[config.mk]
export PLATFORM = sky130hd
export DESIGN_NAME = eiu_top
export DESIGN_NICKNAME = d
export VERILOG_FILES = /design/src/core/eiu_top.v
export VERILOG_INCLUDE_DIRS = /design/src /design/src/common
export SDC_FILE = /design/constraint.sdc
export NUM_CORES = 1
export LEC_CHECK = 0
export BUFFER_PORTS_ARGS = -buffer_cell sky130_fd_sc_hd__buf_2
export CORE_AREA = 2 2 196 198
export CTS_CLUSTER_SIZE = 25
export DETAILED_ROUTE_END_ITERATION = 8
export DIE_AREA = 0 0 198 200
export HOLD_SLACK_MARGIN = 0.12
export SYNTH_ARGS = -nofsm -noshare
export SYNTH_HDL_FRONTEND = slang
export SYNTH_SLANG_ARGS = --single-unit
[constraint.sdc]
create_clock -name clk_sys_i -period 2.8 [get_ports clk_sys_i]
set_clock_uncertainty 0.1 [all_clocks]
set_input_delay 0.42 -clock clk_sys_i [delete_from_list [all_inputs] [get_ports clk_sys_i]]
set_output_delay 0.42 -clock clk_sys_i [all_outputs]
set_load 0.05 [all_outputs]
[src/common/eiu_map.vh]
// Purpose: register map, field layout, reset values and timing counts of the
//          external interrupt unit
// Assumes: 32-bit axi4-lite data, byte addresses, one register per word
// Notes:   definitions only
`ifndef EIU_MAP_VH
`define EIU_MAP_VH

// ****************************************************************
// register byte offsets
// ****************************************************************
`define EIU_OFS_SENSE_CTRL   8'h00
`define EIU_OFS_DED_MASK     8'h04
`define EIU_OFS_DED_FLAGS    8'h08
`define EIU_OFS_GRP_ENABLE   8'h0c
`define EIU_OFS_GRP_FLAGS    8'h10
`define EIU_OFS_CHG_MASK0    8'h14
`define EIU_OFS_CHG_MASK1    8'h18
`define EIU_OFS_CHG_MASK2    8'h1c
`define EIU_OFS_CHG_MASK3    8'h20
`define EIU_OFS_GLOBAL_CTRL  8'h24
`define EIU_OFS_PIN_STATUS   8'h28

// ****************************************************************
// fields and reset values
// ****************************************************************
`define EIU_SENSE_USED_W     6
`define EIU_GIE_BIT          0
`define EIU_SENSE_RST        6'h00
`define EIU_DED_MASK_RST     3'h0
`define EIU_GRP_ENABLE_RST   4'h0
`define EIU_CHG_MASK_RST     8'h00
`define EIU_GIE_RST          1'b0

// ****************************************************************
// sense field encodings
// ****************************************************************
`define EIU_SENSE_LOW        2'b00
`define EIU_SENSE_ANY        2'b01
`define EIU_SENSE_FALL       2'b10
`define EIU_SENSE_RISE       2'b11

// ****************************************************************
// axi responses
// ****************************************************************
`define EIU_RESP_OKAY        2'b00
`define EIU_RESP_SLVERR      2'b10

// ****************************************************************
// timing
// ****************************************************************
`define EIU_CLK_PERIOD_NS    10
`define EIU_STARTUP_NS       1000
`define EIU_STARTUP_CYC      ((`EIU_STARTUP_NS + `EIU_CLK_PERIOD_NS - 1) / `EIU_CLK_PERIOD_NS)

`endif

[src/core/eiu_top.v]
// Purpose: external interrupt unit: three dedicated lines, 32 pin-change inputs
// Assumes: clk_sys_i is the always-on clock; io clock gating is outside
// Notes:   registers over axi4-lite, requests to the core are registered
//
// Operation
// - pins interrupt even when driven as outputs
// - group n fires on enabled toggle in byte n
// - four change masks gate group contributions
// - pin changes detected without io clock
// - dedicated lines: low level, any change, falling or rising
// - level mode requests while pin stays low
// - dedicated detection works without io clock
// - io clock stops outside idle sleep
// - level gone before start-up: wake, no interrupt
// - sense register bits 7:6 read zero
// - two sense bits per dedicated line
// - needs global enable and line mask bit
// - pulses above minimum width are caught
//
// Our own choices: the placing of the registers and the AXI4-Lite slave port.
`timescale 1ns/1ps
`include "eiu_map.vh"
`default_nettype none

module eiu_top #(
    parameter        ADDR_W      = 8,
    parameter [15:0] STARTUP_CYC = `EIU_STARTUP_CYC
) (
    input  wire              clk_sys_i,
    input  wire              rst_i,
    input  wire [ADDR_W-1:0] s_axi_awaddr,
    input  wire              s_axi_awvalid,
    output reg               s_axi_awready,
    input  wire [31:0]       s_axi_wdata,
    input  wire [3:0]        s_axi_wstrb,
    input  wire              s_axi_wvalid,
    output reg               s_axi_wready,
    output reg  [1:0]        s_axi_bresp,
    output reg               s_axi_bvalid,
    input  wire              s_axi_bready,
    input  wire [ADDR_W-1:0] s_axi_araddr,
    input  wire              s_axi_arvalid,
    output reg               s_axi_arready,
    output reg  [31:0]       s_axi_rdata,
    output reg  [1:0]        s_axi_rresp,
    output reg               s_axi_rvalid,
    input  wire              s_axi_rready,
    input  wire [2:0]        dedicated_irq_pins_i,
    input  wire [31:0]       pin_change_inputs_i,
    input  wire              sleep_i,
    input  wire [2:0]        ded_ack_i,
    input  wire [3:0]        grp_ack_i,
    output reg  [2:0]        dedicated_irq_o,
    output reg  [3:0]        change_group_irq_o,
    output reg               wake_o
);

    // ****************************************************************
    // functions
    // ****************************************************************
    function edge_hit;
        input [1:0] mode;
        input       now;
        input       was;
        begin
            case (mode)
                `EIU_SENSE_ANY:  edge_hit = now ^ was;
                `EIU_SENSE_FALL: edge_hit = was & ~now;
                `EIU_SENSE_RISE: edge_hit = now & ~was;
                default:         edge_hit = 1'b0;
            endcase
        end
    endfunction

    function addr_is;
        input [ADDR_W-1:0] addr;
        input [7:0]        ofs;
        begin
            addr_is = (addr[7:2] == ofs[7:2]);
        end
    endfunction

    // ****************************************************************
    // registers
    // ****************************************************************
    reg [5:0]        ext_int_sense_control_reg;
    reg [2:0]        dedicated_irq_mask_reg;
    reg [2:0]        ded_flags_reg;
    reg [3:0]        grp_enable_reg;
    reg [3:0]        grp_flags_reg;
    reg [31:0]       change_mask_reg;
    reg              global_irq_enable_reg;
    reg [15:0]       startup_cnt_reg;
    reg              sleep_d_reg;

    // ****************************************************************
    // pin synchronisers
    // ****************************************************************
    // the pad buffer feeds these inputs whatever the pin direction, so
    // software driving a pin as output still triggers its interrupt
    reg [2:0]        ded_s1_reg;
    reg [2:0]        ded_s2_reg;
    reg [2:0]        ded_prev_reg;
    reg [31:0]       chg_s1_reg;
    reg [31:0]       chg_s2_reg;
    reg [31:0]       chg_prev_reg;

    // detection runs on the always-on clock, never on the gated io clock,
    // so it keeps working in every sleep mode
    // a pulse is seen once it spans one clock edge; shorter ones may be
    // missed, which sets the minimum pulse width
    always @(posedge clk_sys_i) begin
        if (rst_i) begin
            ded_s1_reg   <= 3'h7;
            ded_s2_reg   <= 3'h7;
            ded_prev_reg <= 3'h7;
            chg_s1_reg   <= 32'h0000_0000;
            chg_s2_reg   <= 32'h0000_0000;
            chg_prev_reg <= 32'h0000_0000;
        end else begin
            ded_s1_reg   <= dedicated_irq_pins_i;
            ded_s2_reg   <= ded_s1_reg;
            ded_prev_reg <= ded_s2_reg;
            chg_s1_reg   <= pin_change_inputs_i;
            chg_s2_reg   <= chg_s1_reg;
            chg_prev_reg <= chg_s2_reg;
        end
    end

    // ****************************************************************
    // event detection
    // ****************************************************************
    reg [2:0]  ded_edge;
    reg [2:0]  ded_level;
    reg [3:0]  grp_hit;
    reg [31:0] chg_toggle;
    integer    i;

    always @* begin
        chg_toggle = (chg_s2_reg ^ chg_prev_reg) & change_mask_reg;
        for (i = 0; i < 3; i = i + 1) begin
            ded_edge[i] = edge_hit(ext_int_sense_control_reg[2*i +: 2],
                                   ded_s2_reg[i], ded_prev_reg[i]);
            ded_level[i] = (ext_int_sense_control_reg[2*i +: 2] == `EIU_SENSE_LOW) &
                           ~ded_s2_reg[i];
        end
        for (i = 0; i < 4; i = i + 1) begin
            grp_hit[i] = |chg_toggle[8*i +: 8];
        end
    end

    // ****************************************************************
    // axi4-lite write channel
    // ****************************************************************
    reg [ADDR_W-1:0] aw_addr_reg;
    reg              aw_held_reg;
    reg [31:0]       w_data_reg;
    reg              w_lane0_reg;
    reg              w_held_reg;
    wire             wr_fire = aw_held_reg & w_held_reg & ~s_axi_bvalid;
    wire             wr_en   = wr_fire & w_lane0_reg;
    wire [7:0]       wbyte   = w_data_reg[7:0];
    reg              wr_hit;

    always @* begin
        wr_hit = 1'b1;
        if (addr_is(aw_addr_reg, `EIU_OFS_SENSE_CTRL)) begin
        end else if (addr_is(aw_addr_reg, `EIU_OFS_DED_MASK)) begin
        end else if (addr_is(aw_addr_reg, `EIU_OFS_DED_FLAGS)) begin
        end else if (addr_is(aw_addr_reg, `EIU_OFS_GRP_ENABLE)) begin
        end else if (addr_is(aw_addr_reg, `EIU_OFS_GRP_FLAGS)) begin
        end else if (aw_addr_reg[7:2] >= `EIU_OFS_CHG_MASK0 >> 2 &&
                     aw_addr_reg[7:2] <= `EIU_OFS_CHG_MASK3 >> 2) begin
        end else if (addr_is(aw_addr_reg, `EIU_OFS_GLOBAL_CTRL)) begin
        end else if (addr_is(aw_addr_reg, `EIU_OFS_PIN_STATUS)) begin
        end else begin
            wr_hit = 1'b0;
        end
    end

    always @(posedge clk_sys_i) begin
        if (rst_i) begin
            aw_addr_reg   <= {ADDR_W{1'b0}};
            aw_held_reg   <= 1'b0;
            w_data_reg    <= 32'h0000_0000;
            w_lane0_reg   <= 1'b0;
            w_held_reg    <= 1'b0;
            s_axi_awready <= 1'b0;
            s_axi_wready  <= 1'b0;
            s_axi_bvalid  <= 1'b0;
            s_axi_bresp   <= `EIU_RESP_OKAY;
        end else begin
            s_axi_awready <= ~aw_held_reg & ~s_axi_awready & s_axi_awvalid;
            s_axi_wready  <= ~w_held_reg & ~s_axi_wready & s_axi_wvalid;
            if (s_axi_awvalid & s_axi_awready) begin
                aw_addr_reg <= s_axi_awaddr;
                aw_held_reg <= 1'b1;
            end
            if (s_axi_wvalid & s_axi_wready) begin
                w_data_reg  <= s_axi_wdata;
                w_lane0_reg <= s_axi_wstrb[0];
                w_held_reg  <= 1'b1;
            end
            if (wr_fire) begin
                aw_held_reg  <= 1'b0;
                w_held_reg   <= 1'b0;
                s_axi_bvalid <= 1'b1;
                s_axi_bresp  <= wr_hit ? `EIU_RESP_OKAY : `EIU_RESP_SLVERR;
            end else if (s_axi_bvalid & s_axi_bready) begin
                s_axi_bvalid <= 1'b0;
            end
        end
    end

    // ****************************************************************
    // control registers and pending flags
    // ****************************************************************
    wire wr_ded_flags = wr_en & addr_is(aw_addr_reg, `EIU_OFS_DED_FLAGS);
    wire wr_grp_flags = wr_en & addr_is(aw_addr_reg, `EIU_OFS_GRP_FLAGS);

    always @(posedge clk_sys_i) begin
        if (rst_i) begin
            ext_int_sense_control_reg <= `EIU_SENSE_RST;
            dedicated_irq_mask_reg    <= `EIU_DED_MASK_RST;
            grp_enable_reg            <= `EIU_GRP_ENABLE_RST;
            change_mask_reg           <= {4{`EIU_CHG_MASK_RST}};
            global_irq_enable_reg     <= `EIU_GIE_RST;
            ded_flags_reg             <= 3'h0;
            grp_flags_reg             <= 4'h0;
        end else begin
            if (wr_en) begin
                if (addr_is(aw_addr_reg, `EIU_OFS_SENSE_CTRL)) begin
                    ext_int_sense_control_reg <= wbyte[5:0];
                end else if (addr_is(aw_addr_reg, `EIU_OFS_DED_MASK)) begin
                    dedicated_irq_mask_reg <= wbyte[2:0];
                end else if (addr_is(aw_addr_reg, `EIU_OFS_GRP_ENABLE)) begin
                    grp_enable_reg <= wbyte[3:0];
                end else if (addr_is(aw_addr_reg, `EIU_OFS_CHG_MASK0)) begin
                    change_mask_reg[7:0] <= wbyte;
                end else if (addr_is(aw_addr_reg, `EIU_OFS_CHG_MASK1)) begin
                    change_mask_reg[15:8] <= wbyte;
                end else if (addr_is(aw_addr_reg, `EIU_OFS_CHG_MASK2)) begin
                    change_mask_reg[23:16] <= wbyte;
                end else if (addr_is(aw_addr_reg, `EIU_OFS_CHG_MASK3)) begin
                    change_mask_reg[31:24] <= wbyte;
                end else if (addr_is(aw_addr_reg, `EIU_OFS_GLOBAL_CTRL)) begin
                    global_irq_enable_reg <= wbyte[`EIU_GIE_BIT];
                end
            end
            // write-one-to-clear or core acknowledge; a new event wins
            ded_flags_reg <= (ded_flags_reg &
                              ~(ded_ack_i | (wr_ded_flags ? wbyte[2:0] : 3'h0)))
                             | ded_edge;
            grp_flags_reg <= (grp_flags_reg &
                              ~(grp_ack_i | (wr_grp_flags ? wbyte[3:0] : 4'h0)))
                             | grp_hit;
        end
    end

    // ****************************************************************
    // wake and start-up
    // ****************************************************************
    // level requests are held back until start-up ends; a level that is
    // gone by then woke the part but raises nothing
    wire wake_cause = |(ded_flags_reg & dedicated_irq_mask_reg) |
                      |(ded_level & dedicated_irq_mask_reg) |
                      |(grp_flags_reg & grp_enable_reg);
    wire startup_done = (startup_cnt_reg == 16'h0000) & ~(sleep_d_reg & ~sleep_i);

    always @(posedge clk_sys_i) begin
        if (rst_i) begin
            sleep_d_reg     <= 1'b0;
            startup_cnt_reg <= 16'h0000;
            wake_o          <= 1'b0;
        end else begin
            sleep_d_reg <= sleep_i;
            wake_o      <= sleep_i & wake_cause;
            if (sleep_d_reg & ~sleep_i) begin
                startup_cnt_reg <= STARTUP_CYC;
            end else if (~sleep_i & ~startup_done) begin
                startup_cnt_reg <= startup_cnt_reg - 16'h0001;
            end
        end
    end

    // ****************************************************************
    // requests to the core
    // ****************************************************************
    always @(posedge clk_sys_i) begin
        if (rst_i) begin
            dedicated_irq_o    <= 3'h0;
            change_group_irq_o <= 4'h0;
        end else begin
            dedicated_irq_o <= {3{global_irq_enable_reg & ~sleep_i}} &
                               dedicated_irq_mask_reg &
                               (ded_flags_reg |
                                (ded_level & {3{startup_done}}));
            change_group_irq_o <= {4{global_irq_enable_reg & ~sleep_i}} &
                                  grp_enable_reg & grp_flags_reg;
        end
    end

    // ****************************************************************
    // axi4-lite read channel
    // ****************************************************************
    reg [31:0] rd_data;
    reg        rd_hit;

    always @* begin
        rd_data = 32'h0000_0000;
        rd_hit  = 1'b1;
        if (addr_is(s_axi_araddr, `EIU_OFS_SENSE_CTRL)) begin
            rd_data[7:0] = {2'b00, ext_int_sense_control_reg};
        end else if (addr_is(s_axi_araddr, `EIU_OFS_DED_MASK)) begin
            rd_data[2:0] = dedicated_irq_mask_reg;
        end else if (addr_is(s_axi_araddr, `EIU_OFS_DED_FLAGS)) begin
            rd_data[2:0] = ded_flags_reg;
        end else if (addr_is(s_axi_araddr, `EIU_OFS_GRP_ENABLE)) begin
            rd_data[3:0] = grp_enable_reg;
        end else if (addr_is(s_axi_araddr, `EIU_OFS_GRP_FLAGS)) begin
            rd_data[3:0] = grp_flags_reg;
        end else if (addr_is(s_axi_araddr, `EIU_OFS_CHG_MASK0)) begin
            rd_data[7:0] = change_mask_reg[7:0];
        end else if (addr_is(s_axi_araddr, `EIU_OFS_CHG_MASK1)) begin
            rd_data[7:0] = change_mask_reg[15:8];
        end else if (addr_is(s_axi_araddr, `EIU_OFS_CHG_MASK2)) begin
            rd_data[7:0] = change_mask_reg[23:16];
        end else if (addr_is(s_axi_araddr, `EIU_OFS_CHG_MASK3)) begin
            rd_data[7:0] = change_mask_reg[31:24];
        end else if (addr_is(s_axi_araddr, `EIU_OFS_GLOBAL_CTRL)) begin
            rd_data[`EIU_GIE_BIT] = global_irq_enable_reg;
        end else if (addr_is(s_axi_araddr, `EIU_OFS_PIN_STATUS)) begin
            // synchronised levels, so reads lag the pads by two clocks
            rd_data = {chg_s2_reg[28:0], ded_s2_reg};
        end else begin
            rd_hit = 1'b0;
        end
    end

    always @(posedge clk_sys_i) begin
        if (rst_i) begin
            s_axi_arready <= 1'b0;
            s_axi_rvalid  <= 1'b0;
            s_axi_rdata   <= 32'h0000_0000;
            s_axi_rresp   <= `EIU_RESP_OKAY;
        end else begin
            s_axi_arready <= s_axi_arvalid & ~s_axi_arready & ~s_axi_rvalid;
            if (s_axi_arvalid & s_axi_arready) begin
                s_axi_rvalid <= 1'b1;
                s_axi_rdata  <= rd_data;
                s_axi_rresp  <= rd_hit ? `EIU_RESP_OKAY : `EIU_RESP_SLVERR;
            end else if (s_axi_rvalid & s_axi_rready) begin
                s_axi_rvalid <= 1'b0;
            end
        end
    end

endmodule // eiu_top

`default_nettype wire

==> summary.md, run 1 <==
| Metric | Value |
|---|---|
| Status | finished clean |
| Sequential share of power | 0.428 |
| HP Start | grp_ack_i[1] |
| Antenna-violating nets left | 0 |
| Synth unique cells | 60 |
| PortBufs | around 120 |
| FMAX | 0.465 GHz |
| Final WL | 24.9 mm |
| Worst hold path type | in2reg |
| Vias in the first global route | between 6,000 and 7,000 |
| HPWL after DPL | 17.5 mm |
| Worst slack at placement | 0.477 ns |
| Crit path arrival time | 2.46 ns |
| Minimum clock period | 2.15 ns |
| Design Power | 0.00879 W |
| Final hold vios | 0 |
| CP Capture Type | flip-flop |
| DRC errors left | 0 |
| Clk sinks | 239 |
| Max-cap viol count | 0 |
| Num CTS Buffers | 27 |
| Worst r2r path cells | 4 |
| Diode count | 0 |
| Peak fanout along the critical path | 10 |
| Die H | 200 um |
| Final setup violation count | 0 |
| GP Congestion | 0.874 |
| P_int | 0.00642 W |
| Gate Count Post-Synth | approximately 960 |
| Post-CTS Resized | 0 |
| Syn-to-layout area delta | 29.0% |
| Setup_tns | 0 ns |
| Share of cells above drive strength 1 | 0.174 |
| CTS tree | done |
| Overflow after GRT | 0 |
| Total power density per cell area | 736 nW/um^2 |
| Hold Path End | grp_flags_reg[1]$_SDFF_PP0_ |
| Placed cell area | 10,400 sq um |
| Setup slack, reg-to-reg | approximately 0.65 ns |
| Sw Pwr | 0.00237 W |
| Largest net degree at the start of global routing | between 60 and 70 |
| Post-synth EDFFs | 0 |
| Die X | 198 um |
| Worst-Margin Slew | approximately 1.1 ns |
| Yosys warns | 0 |
| Post-route cell area | 11,900 sq um |
| IO Pins | 151 |
| First drt pass iteration count | 5 |
| Top FF cell, synth | dfxtp_1 |
| R2R Path End | startup_cnt_reg[10]$_SDFFE_PP0P_ |
| Effective utilization at floorplan | 0.247 |
| Unrepaired setup endpoints after global routing | no |
| Fill cells | 3,843 |
| Max-slew violations | 0 |
| Clock power share | 0.422 |
| Fin nets | 1,236 |
| Sequential share of the synthesized area | 0.517 |
| Req. time, crit path | between 3 and 4 ns |
| P_leak | roughly 5.0 nW |
| Clock slew at reported path FFs | 0.06 ns |
| Combinational share of power | 0.151 |
| Final period utilization | 0.769 |
| Initial antenna violation count | 2 |
| Die footprint | roughly 40,000 sq um |
| Clk buf depth | 3 |
| Clock Latency Late Sink | 0.54 ns |
| Max-slew headroom | 0.246 |
| #FFs+latches synth | 239 |
| Via-to-Cell Ratio | 4.46 |
| Vias | ~7,400 |
| Startpoint types | flip-flop |
| Core box area | 37,400 sq um |
| Clk root buf | clkbuf_16 |
| Row count | 71 |
| Tot GR Track Use | 0.123 |
| Hold Path Depth | 3 |
| Htree depth | 1 |
| Switching Fraction | 0.269 |
| Mean Syn Cell Area | a little under 10 sq um |
| First-pass GRT wire length | ~38 mm |
| Wire length per cell | 15.0 um |
| Initial drt markers | between 300 and 400 |
| RR Startpoint | startup_cnt_reg[12]$_SDFFE_PP0P_ |
| CP Class | reg2reg |
| Peak VDD IR | 0.506 mV |
| Ys async rst share | 0 |
| Worst slack on hold paths | 0.129 ns |
| Post-Syn Area | approximately 9300 sq um |
| Setup slack after layout | ~0.65 ns |
[worst max-delay path: stages, from the launching register on]
cell,delay [ns]
dfxtp_1,0.35
or4_1,0.61
nor2_1,0.52
a2111oi_0,0.26
mux2i_1,0.17
[kinds of logic after synthesis]
family                   Yosys count  share of synthesized area
AND/OR/NAND/NOR                  374                      0.218
XOR/XNOR                          32                     0.0303
multiplexers                      56                     0.0613
AO/OA/AOI/OAI                    168                      0.129
adder cells (fa/ha/maj)            7                    0.00947
other                              1                   0.000405
buffers and inverters             82                     0.0349
flip-flops                       239                      0.517
[how the worst max path moves through the flow]
| stage | from | endpoint | cells past startpoint |
|---|---|---|---|
| 2_1_floorplan | startup_cnt_reg[7]$_SDFFE_PP0P_ | startup_cnt_reg[15]$_SDFFE_PP0P_ | 4 |
| 5_1_grt | startup_cnt_reg[12]$_SDFFE_PP0P_ | startup_cnt_reg[7]$_SDFFE_PP0P_ | 4 |
| 4_1_cts | startup_cnt_reg[12]$_SDFFE_PP0P_ | startup_cnt_reg[10]$_SDFFE_PP0P_ | 4 |
| 3_5_place_dp | sleep_i | startup_cnt_reg[3]$_SDFFE_PP0P_ | 5 |
| 6_report | startup_cnt_reg[12]$_SDFFE_PP0P_ | startup_cnt_reg[10]$_SDFFE_PP0P_ | 4 |
| 3_3_place_gp | sleep_i | startup_cnt_reg[0]$_SDFFE_PP0P_ | 5 |
[power by group through the flow]
stage          clock network (W)  registers, W  logic, W
3_5_place_dp                   0       0.00383   0.00126
6_report                 0.00370       0.00376   0.00132
3_3_place_gp                   0       0.00382   0.00125
5_1_grt                  0.00395       0.00379   0.00149
2_1_floorplan                  0       0.00380  0.000939
4_1_cts                  0.00381       0.00376   0.00133
[layer usage]
metal / global-route usage / vias to the layer above / wire (um)
met4: 0.0356 / 4 / 593
met3: 0.0259 / 51 / 1480
met5: 0 / - / 26
met1: 0.163 / 3421 / 11500
met2: 0.201 / 214 / 11300
li1: - / 3697 / -
[cell type report]
type                       count  area [sq um]  area share
inverter                      24          90.1     0.00755
clock inverter                13           191      0.0160
timing repair buffer         196          1340       0.112
clock buffer                  36           739      0.0619
sequential                   239          4780       0.401
tap                          511           639      0.0536
multi-input combinational    639          4150       0.348
[what timing repair did]
action,CTS,global route
hold endpoints to repair,59,0
hold buffers,63,0
buffers inserted,0,0
[synth_stat cells, types with 16 or more instances]
cell type  number  area, sq um
dfxtp_1       239         4780
nor2b_1       105          657
nand2_1        73          274
nor2_1         61          229
mux2i_1        51          510
a21oi_1        50          250
clkbuf_1       44          165
nand3_1        33          165
a22o_1         32          280
xor2_1         32          280
inv_1          24         90.1
nand2b_1       17          106
o21ai_0        16         80.1
[through the flow]
stage,utilization,instances
final,0.319,1658
after global routing,0.319,1658
after CTS,0.319,1658
after detailed placement,0.277,1546
after global placement,0.277,1546
after floorplan,-,960
[layout by cell type, fill, tap and decap left out, drive strengths merged, types with 7 or more instances in the layout]
cell / n
dfxtp: 239
buf: 133
nor2b: 105
nand2: 73
dlygate4sd3: 63
nor2: 61
mux2i: 51
a21oi: 50
clkbuf: 36
nand3: 34
xor2: 32
a22o: 32
inv: 27
nand2b: 17
o21ai: 16
nor3: 16
a221oi: 15
nand4: 12
or2: 11
nor4b: 7
a211oi: 7
a311oi: 7
ha: 7
nor4: 7
or3: 7
Power figures use the tool's default switching activity.
==> inputs of run 2 (changes only) <==
Clock period 2.8 ns to 1.73 ns, I/O delays scaled along.
==> run 2 against run 1 <==
  * Critical path depth unchanged
  * Die area unchanged
  * Setup slack got worse by 0.87 ns
  * Cell count increased by 5.7%
  * Critical endpoint is now startup_cnt_reg[15]$_SDFFE_PP0P_
  * Utilization increased by 3.2 points
  * Register-to-register slack lost 0.87 ns
  * Sequential cell count unchanged
  * The flow now finishes with violations (setup timing)
  * Clock power grew 77%
  * Non-clock buffer count up 94
  * Final area up 10%
  * Via count up 6.6%
==> summary.md, run 2 (synthesis gave the netlist of run 1 again) <==
| Metric | Value |
|---|---|
| Clock Latency Late Sink | 0.54 ns |
| Vias | 7,875 |
| Vias in the first global route | 7,645 |
| Final period utilization | 1.13 |
| Htree depth | 1 |
| Antenna-violating nets left | 0 |
| Largest net degree at the start of global routing | 59 |
| PortBufs | 117 |
| Final WL | 27.1 mm |
| Fin nets | 1,330 |
| Startpoint types | flip-flop |
| Via-to-Cell Ratio | 4.49 |
| Initial antenna violation count | 2 |
| Max-cap viol count | 0 |
| Most common cell after layout, fill and taps aside | dfxtp_1 |
| Die H | 200 um |
| Row count | 71 |
| Initial drt markers | 368 |
| Clk sinks | 239 |
| DRC errors left | 0 |
| Syn-to-layout area delta | 41.9% |
| Setup slack after layout | -0.222 ns |
| Crit path arrival time | 2.33 ns |
| Final setup violation count | 19 |
| Worst-Margin Slew | slightly below 0.6 ns |
| HPWL after DPL | 19.2 mm |
| First-pass GRT wire length | between 40 and 50 mm |
| Clock slew at reported path FFs | 0.06 ns |
| Die X | approximately 200 um |
| P_leak | 5.55 nW |
| Req. time, crit path | between 2 and 2.5 ns |
| Max-slew violations | 0 |
| Worst hold path type | in2reg |
| Num CTS Buffers | 27 |
| Share of cells above drive strength 1 | 0.262 |
| Effective utilization at floorplan | 0.247 |
| Tot GR Track Use | 0.133 |
| GP Congestion | 0.888 |
| Worst slack on hold paths | around 0.26 ns |
| Unrepaired setup endpoints after global routing | yes |
| Diode count | 0 |
| CTS tree | done |
| First drt pass iteration count | 5 |
| IO Pins | approximately 150 |
| Total power density per cell area | 1300 nW/um^2 |
| Design Power | 0.0171 W |
| Status | complete, but fails checks |
| Peak VDD IR | 0.789 mV |
| Failing checks | setup timing |
| Core box area | 37,400 sq um |
| Commonest cells after routing, fill and taps aside | dfxtp_1, buf_2, nor2b_1 |
| Max-slew headroom | 0.611 |
| Peak fanout along the critical path | 4 |
| Clk root buf | clkbuf_16 |
| CP Capture Type | flip-flop |
| Final hold vios | 0 |
| Wire length per cell | 15.5 um |
| Clk buf depth | 3 |
| FMAX | around 0.51 GHz |
| Minimum clock period | 1.95 ns |
| Die footprint | approximately 40,000 sq um |
| CP Class | reg2reg |
| Overflow after GRT | 0 |
-- run 2: metrics by stage --
step | setup slack, ns | TNS, ns | utilization | instance area, sq um | cells
after floorplan | -0.191 | -1.19 | - | 9310 | 960
after global routing | -0.267 | -3.56 | 0.351 | 13100 | 1753
final | -0.222 | -2.19 | 0.351 | 13100 | 1753
after CTS | -0.241 | -2.10 | 0.344 | 12900 | 1744
after detailed placement | -0.275 | -4.58 | 0.294 | 11000 | 1617
after global placement | -0.276 | -4.00 | 0.294 | 11000 | 1617
-- run 2: path summary, 6_finish.rpt --
check	from	end	slack (ns)	depth (start not counted)
worst max-delay path	startup_cnt_reg[9]$_SDFFE_PP0P_	startup_cnt_reg[15]$_SDFFE_PP0P_	-0.22	4
worst min-delay path	s_axi_araddr[7]	s_axi_rdata[6]$_SDFFE_PP0P_	0.26	5
worst max register to register	startup_cnt_reg[9]$_SDFFE_PP0P_	startup_cnt_reg[15]$_SDFFE_PP0P_	-0.22	4
worst min register to register	ded_s1_reg[1]$_SDFF_PP1_	ded_s2_reg[1]$_SDFF_PP1_	0.32	1
-- run 2: report_power, final --
| group | internal, W | leakage, nW | switching [W] | total [W] |
|---|---|---|---|---|
| registers | 0.00581 | 1.95 | 0.000185 | 0.00599 |
| clock network | 0.00419 | 0.508 | 0.00235 | 0.00654 |
| logic | 0.00238 | 3.09 | 0.00219 | 0.00457 |
-- run 2: critical path: stages (launching register included) --
cell and delay [ns]:
dfxtp_2 0.32, or4_4 0.58, or3_4 0.35, or4_4 0.42
a21oi_2 0.12
-- run 2: layout make-up --
cell class / instances / area, sq um
clock buffer: 38 / 777
fill: 3795 / 24300
inverter: 24 / 90.1
tap: 511 / 639
multi-input combinational: 639 / 4390
timing repair buffer: 290 / 2170
sequential: 239 / 4800
clock inverter: 12 / 256
-- run 2: metal layers --
layer  up-vias  share of wire  wire (um)  global-route usage
li1       3868              -          -                   -
met1      3721           0.45      12300               0.173
met2       226           0.46      12600               0.223
met3        56          0.049       1340              0.0223
met4         4          0.032        876              0.0476
met5         -        0.00088         24                   0
-- run 2: repair_timing --
item | CTS | global route
pin swaps | 7 | 16
hold buffers | 73 | 0
setup buffers | 4 | 9
gates resized for setup | 16 | 41
setup endpoints to repair | 29 | 33
hold endpoints to repair | 83 | 0
